[config.mk]
export PLATFORM = sky130hd
export DESIGN_NAME = vir_top
export DESIGN_NICKNAME = d
export VERILOG_FILES = /design/src/rtl/vir_top.v
export VERILOG_INCLUDE_DIRS = /design/src /design/src/shared
export SDC_FILE = /design/constraint.sdc
export NUM_CORES = 2
export LEC_CHECK = 0
export BUFFER_PORTS_ARGS = -buffer_cell sky130_fd_sc_hd__buf_2
export CORE_MARGIN = 8
export CORE_UTILIZATION = 65
export DETAILED_ROUTE_END_ITERATION = 7
export HOLD_SLACK_MARGIN = 0.1
export PLACE_DENSITY = 0.87
export SKIP_LAST_GASP = 1
export SLEW_MARGIN = 20
export SYNTH_ARGS = -nofsm -noshare
export SYNTH_HDL_FRONTEND = slang
export SYNTH_SLANG_ARGS = --single-unit
[constraint.sdc]
create_clock -name clk_sys -period 162.4 [get_ports clk_sys]
set_clock_uncertainty 0.15 [all_clocks]
set_input_delay 8.12 -clock clk_sys [delete_from_list [all_inputs] [get_ports clk_sys]]
set_output_delay 8.12 -clock clk_sys [all_outputs]
set_load 0.01 [all_outputs]
[src/shared/vir_map.vh]
// Constants for the vectored interrupt register set.
// Assumes byte addresses within the 4 KB block on the Avalon bus.
`ifndef VIR_MAP_VH
`define VIR_MAP_VH

`define VIR_NUM_IRQ 42
`define VIR_IRQ_W 6
`define VIR_PRI_W 4
`define VIR_ADDR_W 12
`define VIR_NUM_IPR 11

// Register byte offsets, bits [11:0] of the printed addresses
`define VIR_OFS_ENA_SET 12'h100
`define VIR_OFS_ENA_CLR 12'h180
`define VIR_OFS_PND_SET 12'h200
`define VIR_OFS_PND_CLR 12'h280
`define VIR_OFS_ACTIVE 12'h300
`define VIR_OFS_PRIO 12'h400
`define VIR_OFS_TRIGGER 12'hF00

// Group layout: two words per bit group, eleven priority words
`define VIR_GRP_MASK 12'hF80
`define VIR_GRP_LAST 5'h01
`define VIR_PRIO_LAST 10'h00A
`define VIR_PRIO_MSB 7
`define VIR_PRIO_LSB 4
`define VIR_TRIG_MSB 8

`define VIR_RESET_WORD 32'h00000000
`define VIR_PRI_LOWEST 4'hF

`endif

[src/rtl/vir_top.v]
// Vectored interrupt register set: enable, pending, active and priority
// state for 42 interrupts, plus selection of the next one to take.
// Assumes request lines and core handshakes are synchronous to clk_sys.
//
// Notes on behaviour
// RULE_01 - Set-enable write ones enable; reads show enables
// RULE_02 - Clear-enable write ones disable; reads show enables
// RULE_03 - Pending and enabled interrupts compete by priority
// RULE_04 - Disabled interrupts still pend, never activate
// RULE_05 - Set-pending write ones pend; reads show pending
// RULE_06 - Set-pending ignores already pending; works if disabled
// RULE_07 - Clear-pending write ones unpend; reads show pending
// RULE_08 - Clear-pending leaves active state untouched
// RULE_09 - Active bits read one while active
// RULE_10 - Four byte-wide priority fields per word
// RULE_11 - Only priority bits 7:4 stored; rest zero
// RULE_12 - Priority 0 to 15, lower is more urgent
// RULE_13 - Interrupt m at word m/4, lane m%4
// RULE_14 - Trigger register write pends numbered interrupt
// RULE_15 - All registers reset to zero
// RULE_16 - Word 0 holds interrupts 0-31, word 1 32-41
// RULE_17 - Level while inactive, or rising edge, sets pending
// RULE_18 - Handler entry moves pending to active
// RULE_19 - Clear-pending ignored while level line high
// RULE_20 - Equal priority ties go to lowest number
`timescale 1ns/100ps
`include "vir_map.vh"

module vir_top (
    // Clock and reset
    input wire clk_sys,
    input wire reset,
    // Avalon-MM slave
    input wire [`VIR_ADDR_W-1:0] avs_address,
    input wire [3:0] avs_byteenable,
    input wire avs_read,
    input wire avs_write,
    input wire [31:0] avs_writedata,
    output reg [31:0] avs_readdata,
    output reg avs_waitrequest,
    // Peripheral request lines
    input wire [`VIR_NUM_IRQ-1:0] irq_line,
    // Core side
    input wire core_take,
    input wire core_return,
    input wire [`VIR_IRQ_W-1:0] core_return_num,
    output reg cand_valid_q,
    output reg [`VIR_IRQ_W-1:0] cand_num_q,
    output reg [`VIR_PRI_W-1:0] cand_pri_q
);

    // Byte enables widened to a bit mask
    function [31:0] lane_mask;
        input [3:0] be;
        begin
            lane_mask = {{8{be[3]}}, {8{be[2]}}, {8{be[1]}}, {8{be[0]}}};
        end
    endfunction

    // Place a 32-bit word into the 42-bit vector at the selected word
    function [`VIR_NUM_IRQ-1:0] to_vec;
        input word_sel;
        input [31:0] word;
        begin
            if (word_sel) begin
                to_vec = {word[`VIR_NUM_IRQ-33:0], 32'h00000000};
            end else begin
                to_vec = {10'h000, word};
            end
        end
    endfunction

    // Pick a 32-bit word out of the 42-bit vector
    function [31:0] from_vec;
        input word_sel;
        input [`VIR_NUM_IRQ-1:0] vec;
        begin
            if (word_sel) begin
                from_vec = {22'h000000, vec[`VIR_NUM_IRQ-1:32]};
            end else begin
                from_vec = vec[31:0];
            end
        end
    endfunction

    reg [`VIR_NUM_IRQ-1:0] enable_q;
    reg [`VIR_NUM_IRQ-1:0] pend_q;
    reg [`VIR_NUM_IRQ-1:0] active_q;
    reg [`VIR_NUM_IRQ-1:0] line_q;
    reg [`VIR_PRI_W-1:0] pri_q [0:`VIR_NUM_IRQ-1];
    reg [`VIR_NUM_IRQ-1:0] enable_d;
    reg [`VIR_NUM_IRQ-1:0] pend_d;
    reg [`VIR_NUM_IRQ-1:0] active_d;
    reg [31:0] rdata_d;
    reg best_valid_d;
    reg [`VIR_IRQ_W-1:0] best_num_d;
    reg [`VIR_PRI_W-1:0] best_pri_d;
    integer i;

    // Address decode; bit 2 picks the word within a bit group
    wire [`VIR_ADDR_W-1:0] grp_base = avs_address & `VIR_GRP_MASK;
    wire [4:0] grp_word = avs_address[6:2];
    wire grp_ok = (grp_word <= `VIR_GRP_LAST);
    wire wsel = avs_address[2];
    wire [9:0] prio_word = avs_address[11:2];
    wire prio_hit = (avs_address >= `VIR_OFS_PRIO) &&
        (prio_word <= (`VIR_PRIO_LAST + `VIR_OFS_PRIO / 4));
    wire [3:0] prio_idx = prio_word[3:0];
    wire [31:0] wmask = lane_mask(avs_byteenable);
    wire [31:0] wbits = avs_writedata & wmask;

    // A write is performed on the edge where waitrequest is seen low
    wire acc_go = ~avs_waitrequest;
    wire wr_go = acc_go & avs_write;
    wire wr_en_set = wr_go && grp_ok && grp_base == `VIR_OFS_ENA_SET;
    wire wr_en_clr = wr_go && grp_ok && grp_base == `VIR_OFS_ENA_CLR;
    wire wr_pn_set = wr_go && grp_ok && grp_base == `VIR_OFS_PND_SET;
    wire wr_pn_clr = wr_go && grp_ok && grp_base == `VIR_OFS_PND_CLR;
    wire wr_prio = wr_go && prio_hit;
    wire wr_trig = wr_go && avs_address == `VIR_OFS_TRIGGER;

    wire [`VIR_NUM_IRQ-1:0] en_set_v = wr_en_set ? to_vec(wsel, wbits) : 0;
    wire [`VIR_NUM_IRQ-1:0] en_clr_v = wr_en_clr ? to_vec(wsel, wbits) : 0;
    wire [`VIR_NUM_IRQ-1:0] pn_set_v = wr_pn_set ? to_vec(wsel, wbits) : 0;
    wire [`VIR_NUM_IRQ-1:0] pn_clr_v = wr_pn_clr ? to_vec(wsel, wbits) : 0;

    // Trigger number decoded to one bit; numbers past 41 hit nothing
    wire [`VIR_TRIG_MSB:0] trig_num = avs_writedata[`VIR_TRIG_MSB:0];
    wire [`VIR_NUM_IRQ-1:0] trig_v = (wr_trig && avs_byteenable[1:0] == 2'h3
        && trig_num < `VIR_NUM_IRQ) ?
        ({{(`VIR_NUM_IRQ-1){1'b0}}, 1'b1} << trig_num[`VIR_IRQ_W-1:0]) : 0;

    // Core handshakes as bit vectors; take uses the offered candidate
    wire [`VIR_NUM_IRQ-1:0] take_v = (core_take && cand_valid_q) ?
        ({{(`VIR_NUM_IRQ-1){1'b0}}, 1'b1} << cand_num_q) : 0;
    wire [`VIR_NUM_IRQ-1:0] ret_v = core_return ?
        ({{(`VIR_NUM_IRQ-1){1'b0}}, 1'b1} << core_return_num) : 0;
    wire [`VIR_NUM_IRQ-1:0] rise_v = irq_line & ~line_q;

    // Next state of the enable, pending and active vectors
    always @* begin
        enable_d = (enable_q | en_set_v) & ~en_clr_v; // RULE_01 RULE_02
        // Level rule skips the take cycle so the take really clears pending
        pend_d = (pend_q & ~(pn_clr_v & ~irq_line) & ~take_v) // RULE_19
            | (irq_line & ~active_q & ~take_v) // RULE_17
            | rise_v // RULE_17
            | pn_set_v // RULE_05 RULE_06
            | trig_v; // RULE_14
        active_d = (active_q | take_v) & ~ret_v; // RULE_18 RULE_08
    end

    // Read mux, built one cycle before the answer
    always @* begin
        rdata_d = `VIR_RESET_WORD;
        if (prio_hit) begin
            for (i = 0; i < 4; i = i + 1) begin
                if (prio_idx * 4 + i < `VIR_NUM_IRQ) begin
                    rdata_d[i*8 + `VIR_PRIO_LSB +: `VIR_PRI_W] =
                        pri_q[prio_idx * 4 + i]; // RULE_11 RULE_13
                end
            end
        end else if (grp_ok) begin
            case (grp_base)
                `VIR_OFS_ENA_SET: rdata_d = from_vec(wsel, enable_q);
                `VIR_OFS_ENA_CLR: rdata_d = from_vec(wsel, enable_q);
                `VIR_OFS_PND_SET: rdata_d = from_vec(wsel, pend_q);
                `VIR_OFS_PND_CLR: rdata_d = from_vec(wsel, pend_q);
                `VIR_OFS_ACTIVE: rdata_d = from_vec(wsel, active_q); // RULE_09
                default: rdata_d = `VIR_RESET_WORD;
            endcase
        end
    end

    // Arbitration: strict less-than keeps the lowest number on a tie
    always @* begin
        best_valid_d = 1'b0;
        best_num_d = {`VIR_IRQ_W{1'b0}};
        best_pri_d = `VIR_PRI_LOWEST;
        for (i = 0; i < `VIR_NUM_IRQ; i = i + 1) begin
            if (pend_q[i] && enable_q[i] && !active_q[i]) begin // RULE_03 RULE_04
                if (!best_valid_d || pri_q[i] < best_pri_d) begin // RULE_12 RULE_20
                    best_valid_d = 1'b1;
                    best_num_d = i[`VIR_IRQ_W-1:0];
                    best_pri_d = pri_q[i];
                end
            end
        end
    end

    // Bus handshake: one wait cycle, then a one-cycle answer
    always @(posedge clk_sys or posedge reset) begin
        if (reset) begin
            avs_waitrequest <= 1'b1;
            avs_readdata <= `VIR_RESET_WORD;
        end else begin
            if ((avs_read || avs_write) && avs_waitrequest) begin
                avs_waitrequest <= 1'b0;
                avs_readdata <= avs_read ? rdata_d : `VIR_RESET_WORD;
            end else begin
                avs_waitrequest <= 1'b1;
            end
        end
    end

    // Interrupt state and candidate output
    always @(posedge clk_sys or posedge reset) begin
        if (reset) begin
            enable_q <= 0; // RULE_15
            pend_q <= 0;
            active_q <= 0;
            line_q <= 0;
            cand_valid_q <= 1'b0;
            cand_num_q <= {`VIR_IRQ_W{1'b0}};
            cand_pri_q <= {`VIR_PRI_W{1'b0}};
        end else begin
            enable_q <= enable_d;
            pend_q <= pend_d;
            active_q <= active_d;
            line_q <= irq_line;
            // Dropped on a take so the same number is not offered twice
            cand_valid_q <= best_valid_d && !(core_take && cand_valid_q);
            cand_num_q <= best_num_d;
            cand_pri_q <= best_pri_d;
        end
    end

    // Priority fields, written per byte lane, upper nibble only
    always @(posedge clk_sys or posedge reset) begin
        if (reset) begin
            for (i = 0; i < `VIR_NUM_IRQ; i = i + 1) begin
                pri_q[i] <= {`VIR_PRI_W{1'b0}}; // RULE_15
            end
        end else if (wr_prio) begin
            for (i = 0; i < 4; i = i + 1) begin
                if (avs_byteenable[i] && prio_idx * 4 + i < `VIR_NUM_IRQ) begin
                    pri_q[prio_idx * 4 + i] <= avs_writedata[i*8 +
                        `VIR_PRIO_LSB +: `VIR_PRI_W]; // RULE_10 RULE_11 RULE_13
                end
            end
        end
    end

    // Word 0 carries interrupts 0-31, word 1 interrupts 32-41 (RULE_16 in
    // to_vec and from_vec above); bits past 41 read zero
    // RULE_16

endmodule

==> results.md <==
- Delay-heaviest family, CP: compound AO/OA/AOI/OAI gates
- Post-CTS resize count: 0
- Area post-placement: 0.0289 mm^2
- First-pass GRT wire length: 158000 um
- Ys async rst share: 100%
- Design area: 0.0302 mm^2
- Count leader, synth: dfrtp_1
- Max-Cap Viols: 0
- Prevailing post-synth register cell: dfrtp_1
- DR vias/cell: 7.50
- Syn Inst Count: 3071
- Fmax achieved: 14.9 MHz
- Distinct cells, synth: 163
- Max incr delay on CP: 0.68 ns
- Synth cell count leaders: dfrtp_1 (379), nand2_1 (342), nor2_1 (262)
- Sequential area share after synthesis: 33.9%
- Total power: 0.222 mW
- Footprint of the multi-input gates: 0.0174 mm^2
- Violated checks: design-rule violations
- Post-synth EDFFs: 0
- Vias in the first global route: 26730
- Cell Count, Final, Fillers Out: 3729
- # fillers: 3113
- Clock Path Buffers: 3
- DRT iter0 DRCs: 4821
- Synth Net Count: 3219
- FF+latch count, synth: 380
- Synthesized area per cell: 9.13 um^2
- Buffers on Ports: 145
- DRT Pass-1 Iters: 8
- Cell accounting for the most synthesized area: dfrtp_1
- Worst-path fanout max: 16
- Synth area leaders: dfrtp_1 (34%), mux2_2 (7.8%), nand2_1 (4.6%)
- CTS sink count: 380
- Status: finished with violations
- Register area: 0.00951 mm^2
- Clk root buf: clkbuf_16
- Leak Pwr: 13.1 nW
- Final setup viols: 0
- Endpoint class of the critical path: flop
- CTS tree: built
- Die area: 0.0501 mm^2
- Initial antenna violation count: 3
- Tightest Pin Transition: 1.27 ns
- Setup CP Type: reg -> reg
- Initial core utilization: 65.5%
- WP data arrival: 67.16 ns
- Slew margin rel.: 15.2%
- Row count: 76
- Gp weighted congestion: 1.02
- Share of the synthesized area in the top cell type: 33.8%
- Post-layout minimum cycle time: 66.89 ns
- Area Growth Syn to Fin: 7.81%
- GRT Util Overall: 40.3%
- CP dominant cell by count: ha_1
- RSZ-0062 raised after global routing: no
- Number of H-tree levels: 2
- Yosys warns: 0
- Critical path buffers and inverters: 31
- Worst-path clk slew: 0.06 ns
- DR vias: 27960
- DRC Markers: 40
- Total wire length after detailed routing: 104000 um
- Syn Std Cell Area: 0.0280 mm^2
- Final core utilization: 70.7%
- Grt total ovfl: 0
- Hold Fails Final Rpt: 0
- Critical Path Source Type: flop
- Inst Count DP: 3657
- Largest net degree at the start of global routing: 145
- IO Count: 146
- Hold Buf Count CTS: 0
- Final worst-path cycle share: 41.2%
- WP data required: 162.67 ns
- Final TNS setup: 0 ns
- Drt wl/cell: 28.0 um
- Pins Over Slew Limit: 0
- Core Area: 0.0428 mm^2
- Skew-Pair Late Insertion Delay: 0.55 ns
- Layout cell share with drive strength beyond 1: 21.2%
- Clock buffer count from CTS: 39
- Post-DP HPWL: 75600 um
- Die Y: 224 um
- Slowest stage cell, crit path: o31ai_1
- Maximum vdd drop: 0.00000836 V
- Nets: 3301
- Hold Crit Class: reg -> reg
- DRT antenna net count: 0
- Post-CTS setup repair buffer count: 0
- Die width: 224 um
- Power per cell area: 7.33 mW/mm^2
==> tightest hold or removal path: stages (launching register included) <==
cell and delay (ns):
dfrtp_1 0.35, nand2_1 0.05, o21ai_0 0.06
==> through the flow <==
stage                     setup WS [ns]  hold slack, ns
final                             95.51           0.348
after global routing              90.43           0.366
after CTS                         96.77           0.344
after detailed placement          97.11           0.322
after global placement           100.22           0.314
after floorplan                  105.22           0.317
==> metal layers <==
layer / track usage (%) / routed length (um) / up-vias
met5: 0 / 10 / -
met3: 13.6 / 15600 / 596
li1: - / - / 11728
met1: 49.5 / 36000 / 13233
met4: 29.4 / 9510 / 2
met2: 58.9 / 43200 / 2401
==> cells in the final DEF (no fill, tap or decap), drive strengths merged, types with 16 or more instances in the layout <==
master and count:
nor3b 37, a22o 25, a211o 22, o22ai 28, nor3 55, nand2 343
mux2i 72, a31oi 45, nand3b 35, a21o 31, buf 162, inv 132
o211ai 31, maj3 18, nor2b 28, o31ai 19, o21a 20, mux4 32
nor2 267, and2 31, ha 46, mux2 209, o21ai 263, a211oi 28
dfrtp 379, nand2b 49, nand4 16, nand3 73, nor4 20, and3 24
clkbuf 60, o221ai 16, a222oi 42, a221oi 28, or3 18, or2 35
a21oi 176
==> report_power, final <==
group          switching, mW  internal (mW)
clock network         0.0386         0.0528
logic                 0.0213         0.0107
registers            0.00182         0.0964
total                 0.0617          0.160
==> flip-flops by register name (all words and copies together) (netlist names) <==
register and cells:
line_q 42, pri_q 168, avs_waitrequest 1, cand_valid_q 1, cand_pri_q 4, cand_num_q 6
enable_q 42, active_q 42, pend_q 42, avs_readdata 32
==> path summary, 6_finish.rpt <==
kind | from | end | slack (ns) | depth (start not counted)
max in group asynchronous | reset | pri_q[26] | 151.98 | 4
hold / removal | avs_readdata[24] | avs_readdata[24] | 0.35 | 2
setup / recovery | active_q[0] | cand_pri_q[0] | 95.51 | 309
hold reg to reg | avs_readdata[24] | avs_readdata[24] | 0.35 | 2
setup reg to reg | active_q[0] | cand_pri_q[0] | 95.51 | 309
min in group asynchronous | reset | line_q[6] | 7.58 | 2
==> cell families after synthesis <==
group | after synthesis | synth area share, %
flops | 380 | 33.9
mux | 313 | 13.7
simple gates | 1090 | 19.8
buf+inv | 254 | 4.26
compound gates | 950 | 24.9
xor+xnor | 20 | 0.691
fa+ha+maj | 64 | 2.70
==> cell type report <==
class	count	area share, %
diodes	3	0.0248
multi-input cells	2437	57.5
clock buffers	60	3.86
flip-flops and latches	380	31.5
clock inverters	8	0.343
well taps	546	2.26
repair buffers	162	2.84
inverters	133	1.68
(Power assumes the default switching activity.)
